File: src/hw/qdnv_defs.vh
`ifndef QDNV_DEFS_VH
`define QDNV_DEFS_VH

// ==========================================
// Serial word layout
`define QDNV_WORD_BITS      14
`define QDNV_CNT_W          4
`define QDNV_START_POS      13
`define QDNV_CMD_HI         12
`define QDNV_CMD_LO         11
`define QDNV_ADDR_HI        10
`define QDNV_ADDR_LO        8
`define QDNV_DATA_HI        7
`define QDNV_DATA_LO        0

// ==========================================
// Commands
`define QDNV_CMD_NV_WRITE   2'h0
`define QDNV_CMD_VOL_WRITE  2'h1
`define QDNV_CMD_NV_READ    2'h2
`define QDNV_CMD_NV_LOAD    2'h3

// ==========================================
// Register targets
`define QDNV_ADDR_CH0       3'h0
`define QDNV_ADDR_CH3       3'h3
`define QDNV_ADDR_MUTE_SHDN 3'h4
`define QDNV_NUM_TARGETS    5

// ==========================================
// Mute/shutdown field positions
`define QDNV_MUTE_HI        7
`define QDNV_MUTE_LO        4
`define QDNV_SHDN_HI        3
`define QDNV_SHDN_LO        0

// ==========================================
// Reset values
`define QDNV_CODE_RESET     8'h00
`define QDNV_MSR_RESET      8'h00

// ==========================================
// Timing
`define QDNV_CLK_KHZ        20000
`define QDNV_STORE_TIME_US  13000
`define QDNV_STORE_CYCLES   ((`QDNV_STORE_TIME_US * `QDNV_CLK_KHZ) / 1000)

`endif

File: src/hw/qdnv_nv_store.v
`timescale 1ns/1ps
`include "qdnv_defs.vh"

// ==========================================
// Nonvolatile store: five bytes, registered read
module qdnv_nv_store (
  // Clock
  input  wire       clk,
  // Access port
  input  wire [2:0] addr,
  input  wire       wrEn,
  input  wire [7:0] wrData,
  input  wire       rdEn,
  output reg  [7:0] rdData
);

  reg [7:0] cells [0:`QDNV_NUM_TARGETS-1];
  integer   i;

  // Blank array as delivered
  initial begin
    for (i = 0; i < `QDNV_NUM_TARGETS; i = i + 1) begin
      cells[i] = 8'h00;
    end
  end

  // Write and registered read, no reset on contents
  always @(posedge clk) begin
    if (wrEn) begin
      cells[addr] <= wrData;
    end
    if (rdEn) begin
      rdData <= cells[addr];
    end
  end

endmodule // qdnv_nv_store

File: src/hw/qdnv_control.v
// Function
// - Shift 14 bits, decode, route data byte
// - Volatile write updates output; nonvolatile only stores
// - Clear volatile on shutdown/power loss
// - Power-up copies nonvolatile into volatile registers
// - Nonvolatile readable on serial output only
// - Five nonvolatile registers: four codes, mute/shutdown
// - Four volatile, four nonvolatile 8-bit codes
// - Volatile code loaded by write or transfer
// - Nonvolatile code transferred or shifted out
// - D7-D4 mute, D3-D0 shutdown, channel 3..0
// - Mute forces low reference; shutdown gives hi-Z
// - Mute pin mutes all channels together
// - Open-drain idle flag reports memory busy
// - Word: start, command, address, data; 00 stores
// - Command 01 writes volatile, updates that output
// - Command 10 presents nonvolatile on serial output
// - Command 11 copies nonvolatile into volatile

`timescale 1ns/1ps
`include "qdnv_defs.vh"

module qdnv_control #(
  parameter STORE_CYCLES = `QDNV_STORE_CYCLES
) (
  // Clock and reset
  input  wire        ref_clk,
  input  wire        rst_b,
  // Serial port pins
  input  wire        serialClk,
  input  wire        chipSelect_b,
  input  wire        serialDataIn,
  output wire        serialDataOut,
  output wire        serialDataOutOe,
  // Pin-level control
  input  wire        muteAll,
  output wire        nvMemoryIdleFlagOut,
  output wire        nvMemoryIdleFlagOe,
  // Converter controls
  output reg  [7:0]  channelCode0,
  output reg  [7:0]  channelCode1,
  output reg  [7:0]  channelCode2,
  output reg  [7:0]  channelCode3,
  output reg  [3:0]  channelForceLow,
  output reg  [3:0]  channelHighZ
);

  localparam ST_PWR_RD = 3'h0;
  localparam ST_PWR_LD = 3'h1;
  localparam ST_IDLE   = 3'h2;
  localparam ST_RD     = 3'h3;
  localparam ST_LD     = 3'h4;

  // ==========================================
  // Pin synchronisers
  reg  [1:0] sclkSync;
  reg  [1:0] csSync;
  reg  [1:0] dinSync;
  reg  [1:0] muteSync;
  reg        sclkPrev_reg;
  reg        csPrev_reg;

  // Two flops per pin
  always @(posedge ref_clk or negedge rst_b) begin
    if (!rst_b) begin
      sclkSync     <= 2'h0;
      csSync       <= 2'h3;
      dinSync      <= 2'h0;
      muteSync     <= 2'h0;
      sclkPrev_reg <= 1'b0;
      csPrev_reg   <= 1'b1;
    end else begin
      sclkSync     <= {sclkSync[0], serialClk};
      csSync       <= {csSync[0], chipSelect_b};
      dinSync      <= {dinSync[0], serialDataIn};
      muteSync     <= {muteSync[0], muteAll};
      sclkPrev_reg <= sclkSync[1];
      csPrev_reg   <= csSync[1];
    end
  end

  wire sclkRise = sclkSync[1] & ~sclkPrev_reg;
  wire sclkFall = ~sclkSync[1] & sclkPrev_reg;
  wire selected = ~csSync[1];
  wire csRelease = csSync[1] & ~csPrev_reg;

  // ==========================================
  // Input shift register and bit counter
  reg  [`QDNV_WORD_BITS-1:0] shift_reg;
  reg  [`QDNV_CNT_W-1:0]     bitCount_reg;

  // Capture on rising serial clock while selected
  always @(posedge ref_clk or negedge rst_b) begin
    if (!rst_b) begin
      shift_reg    <= {`QDNV_WORD_BITS{1'b0}};
      bitCount_reg <= {`QDNV_CNT_W{1'b0}};
    end else if (!selected) begin
      bitCount_reg <= {`QDNV_CNT_W{1'b0}};
    end else if (sclkRise) begin
      shift_reg <= {shift_reg[`QDNV_WORD_BITS-2:0], dinSync[1]};
      if (bitCount_reg != {`QDNV_CNT_W{1'b1}}) begin
        bitCount_reg <= bitCount_reg + 4'h1;
      end
    end
  end

  // Word decode
  wire [1:0] wordCmd  = shift_reg[`QDNV_CMD_HI:`QDNV_CMD_LO];
  wire [2:0] wordAddr = shift_reg[`QDNV_ADDR_HI:`QDNV_ADDR_LO];
  wire [7:0] wordData = shift_reg[`QDNV_DATA_HI:`QDNV_DATA_LO];
  wire wordValid = csRelease && (bitCount_reg == `QDNV_WORD_BITS)
                   && shift_reg[`QDNV_START_POS] && (wordAddr <= `QDNV_ADDR_MUTE_SHDN);

  // ==========================================
  // Control state and storage timer
  reg  [2:0]  state_reg;
  reg  [2:0]  nvAddr_reg;
  reg  [31:0] busyCount_reg;
  wire [31:0] volCodes;
  reg  [7:0]  volMsr_reg;
  reg  [7:0]  doutShift_reg;
  wire [7:0]  nvRdData;
  wire        busy = (busyCount_reg != 32'h0);

  // Memory access selection
  wire nvWrite = (state_reg == ST_IDLE) && wordValid && !busy
                 && (wordCmd == `QDNV_CMD_NV_WRITE);
  wire nvRead = (state_reg == ST_PWR_RD)
                || ((state_reg == ST_IDLE) && wordValid
                    && ((wordCmd == `QDNV_CMD_NV_READ) || (wordCmd == `QDNV_CMD_NV_LOAD)));
  wire [2:0] memAddr = (state_reg == ST_IDLE) ? wordAddr : nvAddr_reg;

  // Nonvolatile registers
  qdnv_nv_store uStore (
    .clk    (ref_clk),
    .addr   (memAddr),
    .wrEn   (nvWrite),
    .wrData (wordData),
    .rdEn   (nvRead),
    .rdData (nvRdData)
  );

  // Volatile byte load event
  reg  [2:0] volAddr;
  reg  [7:0] volData;
  reg        volLoad;

  // Select source of a volatile load
  always @* begin
    volLoad = 1'b0;
    volAddr = nvAddr_reg;
    volData = nvRdData;
    if ((state_reg == ST_PWR_LD) || (state_reg == ST_LD)) begin
      volLoad = 1'b1;
    end else if ((state_reg == ST_IDLE) && wordValid && (wordCmd == `QDNV_CMD_VOL_WRITE)) begin
      volLoad = 1'b1;
      volAddr = wordAddr;
      volData = wordData;
    end
  end

  // Sequencer: power-up copy, read and transfer
  always @(posedge ref_clk or negedge rst_b) begin
    if (!rst_b) begin
      state_reg  <= ST_PWR_RD;
      nvAddr_reg <= `QDNV_ADDR_CH0;
    end else begin
      case (state_reg)
        ST_PWR_RD: begin
          state_reg <= ST_PWR_LD;
        end
        ST_PWR_LD: begin
          if (nvAddr_reg == `QDNV_ADDR_MUTE_SHDN) begin
            state_reg <= ST_IDLE;
          end else begin
            nvAddr_reg <= nvAddr_reg + 3'h1;
            state_reg  <= ST_PWR_RD;
          end
        end
        ST_IDLE: begin
          nvAddr_reg <= wordAddr;
          if (wordValid && (wordCmd == `QDNV_CMD_NV_READ)) begin
            state_reg <= ST_RD;
          end else if (wordValid && (wordCmd == `QDNV_CMD_NV_LOAD)) begin
            state_reg <= ST_LD;
          end
        end
        default: begin
          state_reg <= ST_IDLE;
        end
      endcase
    end
  end

  // Storage cycle timer
  always @(posedge ref_clk or negedge rst_b) begin
    if (!rst_b) begin
      busyCount_reg <= 32'h0;
    end else if (nvWrite) begin
      busyCount_reg <= STORE_CYCLES;
    end else if (busy) begin
      busyCount_reg <= busyCount_reg - 32'h1;
    end
  end

  // ==========================================
  // Volatile registers
  genvar ch;
  generate
    for (ch = 0; ch < 4; ch = ch + 1) begin : gVol
      reg [7:0] code_reg;
      // Channel code, cleared by reset or shutdown
      always @(posedge ref_clk or negedge rst_b) begin
        if (!rst_b) begin
          code_reg <= `QDNV_CODE_RESET;
        end else if (volMsr_reg[`QDNV_SHDN_LO + ch]) begin
          code_reg <= `QDNV_CODE_RESET;
        end else if (volLoad && (volAddr == ch)) begin
          code_reg <= volData;
        end
      end
      // One driver per channel slice
      assign volCodes[8*ch +: 8] = code_reg;
    end
  endgenerate

  // Mute/shutdown volatile register
  always @(posedge ref_clk or negedge rst_b) begin
    if (!rst_b) begin
      volMsr_reg <= `QDNV_MSR_RESET;
    end else if (volLoad && (volAddr == `QDNV_ADDR_MUTE_SHDN)) begin
      volMsr_reg <= volData;
    end
  end

  // ==========================================
  // Converter control outputs
  always @(posedge ref_clk or negedge rst_b) begin
    if (!rst_b) begin
      channelCode0    <= `QDNV_CODE_RESET;
      channelCode1    <= `QDNV_CODE_RESET;
      channelCode2    <= `QDNV_CODE_RESET;
      channelCode3    <= `QDNV_CODE_RESET;
      channelForceLow <= 4'h0;
      channelHighZ    <= 4'h0;
    end else begin
      channelCode0    <= volCodes[7:0];
      channelCode1    <= volCodes[15:8];
      channelCode2    <= volCodes[23:16];
      channelCode3    <= volCodes[31:24];
      channelForceLow <= volMsr_reg[`QDNV_MUTE_HI:`QDNV_MUTE_LO] | {4{muteSync[1]}};
      channelHighZ    <= volMsr_reg[`QDNV_SHDN_HI:`QDNV_SHDN_LO];
    end
  end

  // ==========================================
  // Serial output register
  always @(posedge ref_clk or negedge rst_b) begin
    if (!rst_b) begin
      doutShift_reg <= 8'h00;
    end else if (state_reg == ST_RD) begin
      doutShift_reg <= nvRdData;
    end else if (selected && sclkFall) begin
      doutShift_reg <= {doutShift_reg[6:0], 1'b0};
    end
  end

  assign serialDataOut   = doutShift_reg[7];
  assign serialDataOutOe = selected;

  // Open-drain idle flag: pull low while storing
  assign nvMemoryIdleFlagOut = 1'b0;
  assign nvMemoryIdleFlagOe  = busy;

endmodule // qdnv_control

File: config.mk
export PLATFORM = sky130hd
export DESIGN_NAME = qdnv_control
export DESIGN_NICKNAME = d
export VERILOG_FILES = /design/src/hw/qdnv_nv_store.v /design/src/hw/qdnv_control.v
export VERILOG_INCLUDE_DIRS = /design/src /design/src/hw
export SDC_FILE = /design/constraint.sdc
export NUM_CORES = 1
export LEC_CHECK = 0
export BUFFER_PORTS_ARGS = -buffer_cell sky130_fd_sc_hd__buf_2
export CAP_MARGIN = 25
export CORE_ASPECT_RATIO = 1.25
export CORE_MARGIN = 5
export CORE_UTILIZATION = 45
export CTS_CLUSTER_DIAMETER = 150
export DETAILED_ROUTE_END_ITERATION = 10
export GPL_ROUTABILITY_DRIVEN = 0
export MAX_ROUTING_LAYER = met4
export SLEW_MARGIN = 20
export SYNTH_ARGS = -nofsm -noshare
export SYNTH_HDL_FRONTEND = slang
export SYNTH_SLANG_ARGS = --single-unit
File: constraint.sdc
create_clock -name ref_clk -period 7.8 [get_ports ref_clk]
set_input_delay 1.17 -clock ref_clk [delete_from_list [all_inputs] [get_ports ref_clk]]
set_output_delay 1.17 -clock ref_clk [all_outputs]
set_load 0.01 [all_outputs]
==> results.md <==
- Status: complete, no violations
- Worst skew pair latency: 0.49 ns
- FF-to-FF setup slack: 4.41 ns
- Worst setup EP type: output port
- Leak: 4.18 nW
- Post-synthesis register bit count: 202
- Clock Skew: 0.00796 ns
- PwrDens: 241 nW/um^2
- Area grow syn2layout: 13.3%
- Largest net degree at the start of global routing: 85
- Fin crit period: 3.70 ns
- CTS Root Cell: clkbuf_16
- Via/cell ratio: 5.29
- Die ar.: 20600 sq um
- Setup violators final: 0
- Share of cells above drive strength 1: 19.2%
- Largest area contributor in the synthesized netlist: dfrtp_1
- Total Neg Setup Slack: 0 ns
- Final WL: 14900 um
- Met1 Use GR: 19.5%
- Internal power: 1.70 mW
- Maximum fanout along the worst path: 11
- Worst path slowest cell: or4_4
- Top post-synthesis cells by area: dfrtp_1 (47%), edfxtp_1 (18%), mux2i_1 (4.5%), a211oi_1 (3.3%), mux2_2 (3.1%)
- Antenna Nets Post-Route: 0
- Critical Path End: nvMemoryIdleFlagOe
- Worst-Margin Slew: 0.893 ns
- Largest family of logic cells by synthesized area: simple AND/OR/NAND/NOR gates
- Post-Place Setup Slack: 4.22 ns
- Drt initial violations: 220
- Post-CTS Setup Repair Bufs: 0
- Setup ws final: 4.10 ns
- Met2 usage: 25.6%
- Top FF cell, synth: dfrtp_1
- Number of cell rows: 54
- Vias post-DR: 4709
- CTS Buf Count: 20
- Core area: 17500 sq um
- Hold Startpoint: dinSync[0]
- Syn_area_per_cell: 13.3 sq um
- Met3 Resource Use GR: 2.52%
- Net Sw Frac: 22.2%
- Net Count, Synth: 612
- Crit. Startpoint: busyCount_reg[11]
- Number of global-route vias before repair: 4908
- # clock sinks: 202
- RSZ-0062 raised after global routing: false
- Crit-path max cell delay: 0.57 ns
- Io pins: 50
- CTS clk-pin slew, worst paths: 0.06 ns
- DRC: 0
- Initial antenna violation count: 0
- Busiest grt layer: met2
- EDFF count, synth: 48
- Yosys cell types: 61
- Post-synthesis simple-gate area fraction: 12.4%
- Clock share of power: 40.4%
- Mapped Area: 8000 sq um
- Setup CP Type: reg2out
- Ant. Diodes: 0
- Rel. slew slack: 40.2%
- Sequential fraction of design power: 54.8%
- Die width: 129 um
- Post_cts resized: 0
- Max cap viols: 0
- Worst r2r src: state_reg[0]
- Clock buffer depth: 3
- Commonest cells in the synthesized netlist: dfrtp_1 (151), nor2_1 (56), edfxtp_1 (48)
- Arrival time at the worst endpoint: 2.53 ns
- Mux cell area share after synthesis: 8.59%
- WHS: 0.348 ns
- First-pass GRT wire length: 25500 um
- Filler cell count: 1542
- TritonCTS clock tree: built
- Final Cycle Share: 47.4%
- Final Max Slew Viols: 0
- Worst Hold Class: reg2reg
- FF+latch area: 5300 sq um
- Synth warnings: 0
- Share of Yosys cell area claimed by the top area cell type: 47.2%
- Starting Density: 45.7%
- Synth Area in XOR/XNOR: 1.63%
- Die Height: 159 um
- First-pass detailed-route iteration total: 4
- Count of hold-fix buffers inserted at cts: 0
- Fin. Hold Viols: 0
- Startpoint type of the worst setup path: flop
- Gr usage total: 15.5%
- Most frequent cell after synthesis: dfrtp_1
- H-tree depth: 1
- Fmax: 271 MHz
- Max reg flops: 40
- PortBufs: 48
- Area of the multi-input gates: 2520 sq um
- DP Area: 8450 sq um
- Combinational cell fraction of total power: 4.8%
- Post-route cell area: 9060 sq um
- Async SR Flop Fraction: 76.2%
- Hpwl dp: 10300 um
- Synth Instances: 600
- Routed len/inst: 16.7 um
- R2r worst-path depth: 6
- Final nets: 666
- Psw: 485 uW
- Adder-Cell Fraction of Synth Area: 0.939%
- Critical Path RT: 6.63 ns
- Sequential area share after synthesis: 66.2%
- Compound-cell area share of the yosys netlist: 7.84%
- Worst reg2reg endpoint: uStore.cells[4][0]
- Total grt overflow: 0
- Peak VDD IR: 0.149 mV
- CP Cell Sequence: or4_4 > nor3b_4 > and4_1 > inv_1 > buf_2
## stage by stage
step | power, mW | util, % | std cells
detailed placement | 1.32 | 48.3 | 855
global placement | 1.32 | 48.3 | 855
finish | 2.18 | 51.8 | 891
global route | 2.28 | 51.8 | 891
CTS | 2.22 | 51.7 | 890
floorplan | 1.26 | - | 600
## worst max-delay path, delay by kind of cell, from the launching register on
kind | cells | cell delay [ns]
DFF | 1 | 0.42
and+or+nand+nor | 3 | 1.41
buffers and inverters | 2 | 0.22
## worst min-delay path by stage
stage,to,cells after the start
final,dinSync[1],0
after global routing,sclkSync[1],0
after CTS,dinSync[1],0
after detailed placement,dinSync[1],0
after global placement,muteSync[1],0
after floorplan,dinSync[1],0
## power groups by stage
stage	logic (mW)	clock network, mW	registers, mW
after floorplan	0.0726	0	1.19
after global placement	0.104	0	1.22
after detailed placement	0.107	0	1.22
after CTS	0.108	0.914	1.20
after global routing	0.120	0.954	1.20
final	0.105	0.882	1.20
## placed cells by master (no fill, tap or decap), drive strengths merged, types with 6 or more instances in the layout
master / instances
buf: 54
dfrtp: 151
mux2: 23
or3: 9
inv: 19
nor3b: 7
clkbuf: 32
and3: 6
nor3: 18
a211oi: 35
nand3: 10
nand2: 30
a21oi: 8
nor2: 56
mux2i: 36
nor2b: 6
xor2: 9
edfxtp: 48
nand2b: 7
ha: 6
o21ai: 24
nor4: 7
## per-layer routing
metal	wire, um	vias to the layer above
li1	-	2272
met1	6210	2313
met2	7540	88
met3	731	36
met4	435	0
met5	0	-
## layout make-up
cell class,instances,area share [%]
inverters,19,0.787
well taps,224,3.09
flip-flops and latches,202,58.5
clock inverters,3,0.166
multi-input cells,357,27.8
clock buffers,32,6.47
repair buffers,54,3.23
## cell families after synthesis
| logic type | count (synthesis) |
|---|---|
| flip-flops | 202 |
| AND/OR/NAND/NOR | 184 |
| AO/OA/AOI/OAI | 90 |
| multiplexers | 62 |
| buffers and inverters | 41 |
| XOR/XNOR | 14 |
| adder cells (fa/ha/maj) | 6 |
| other | 1 |
No activity file was read; power rests on OpenSTA's default activity.
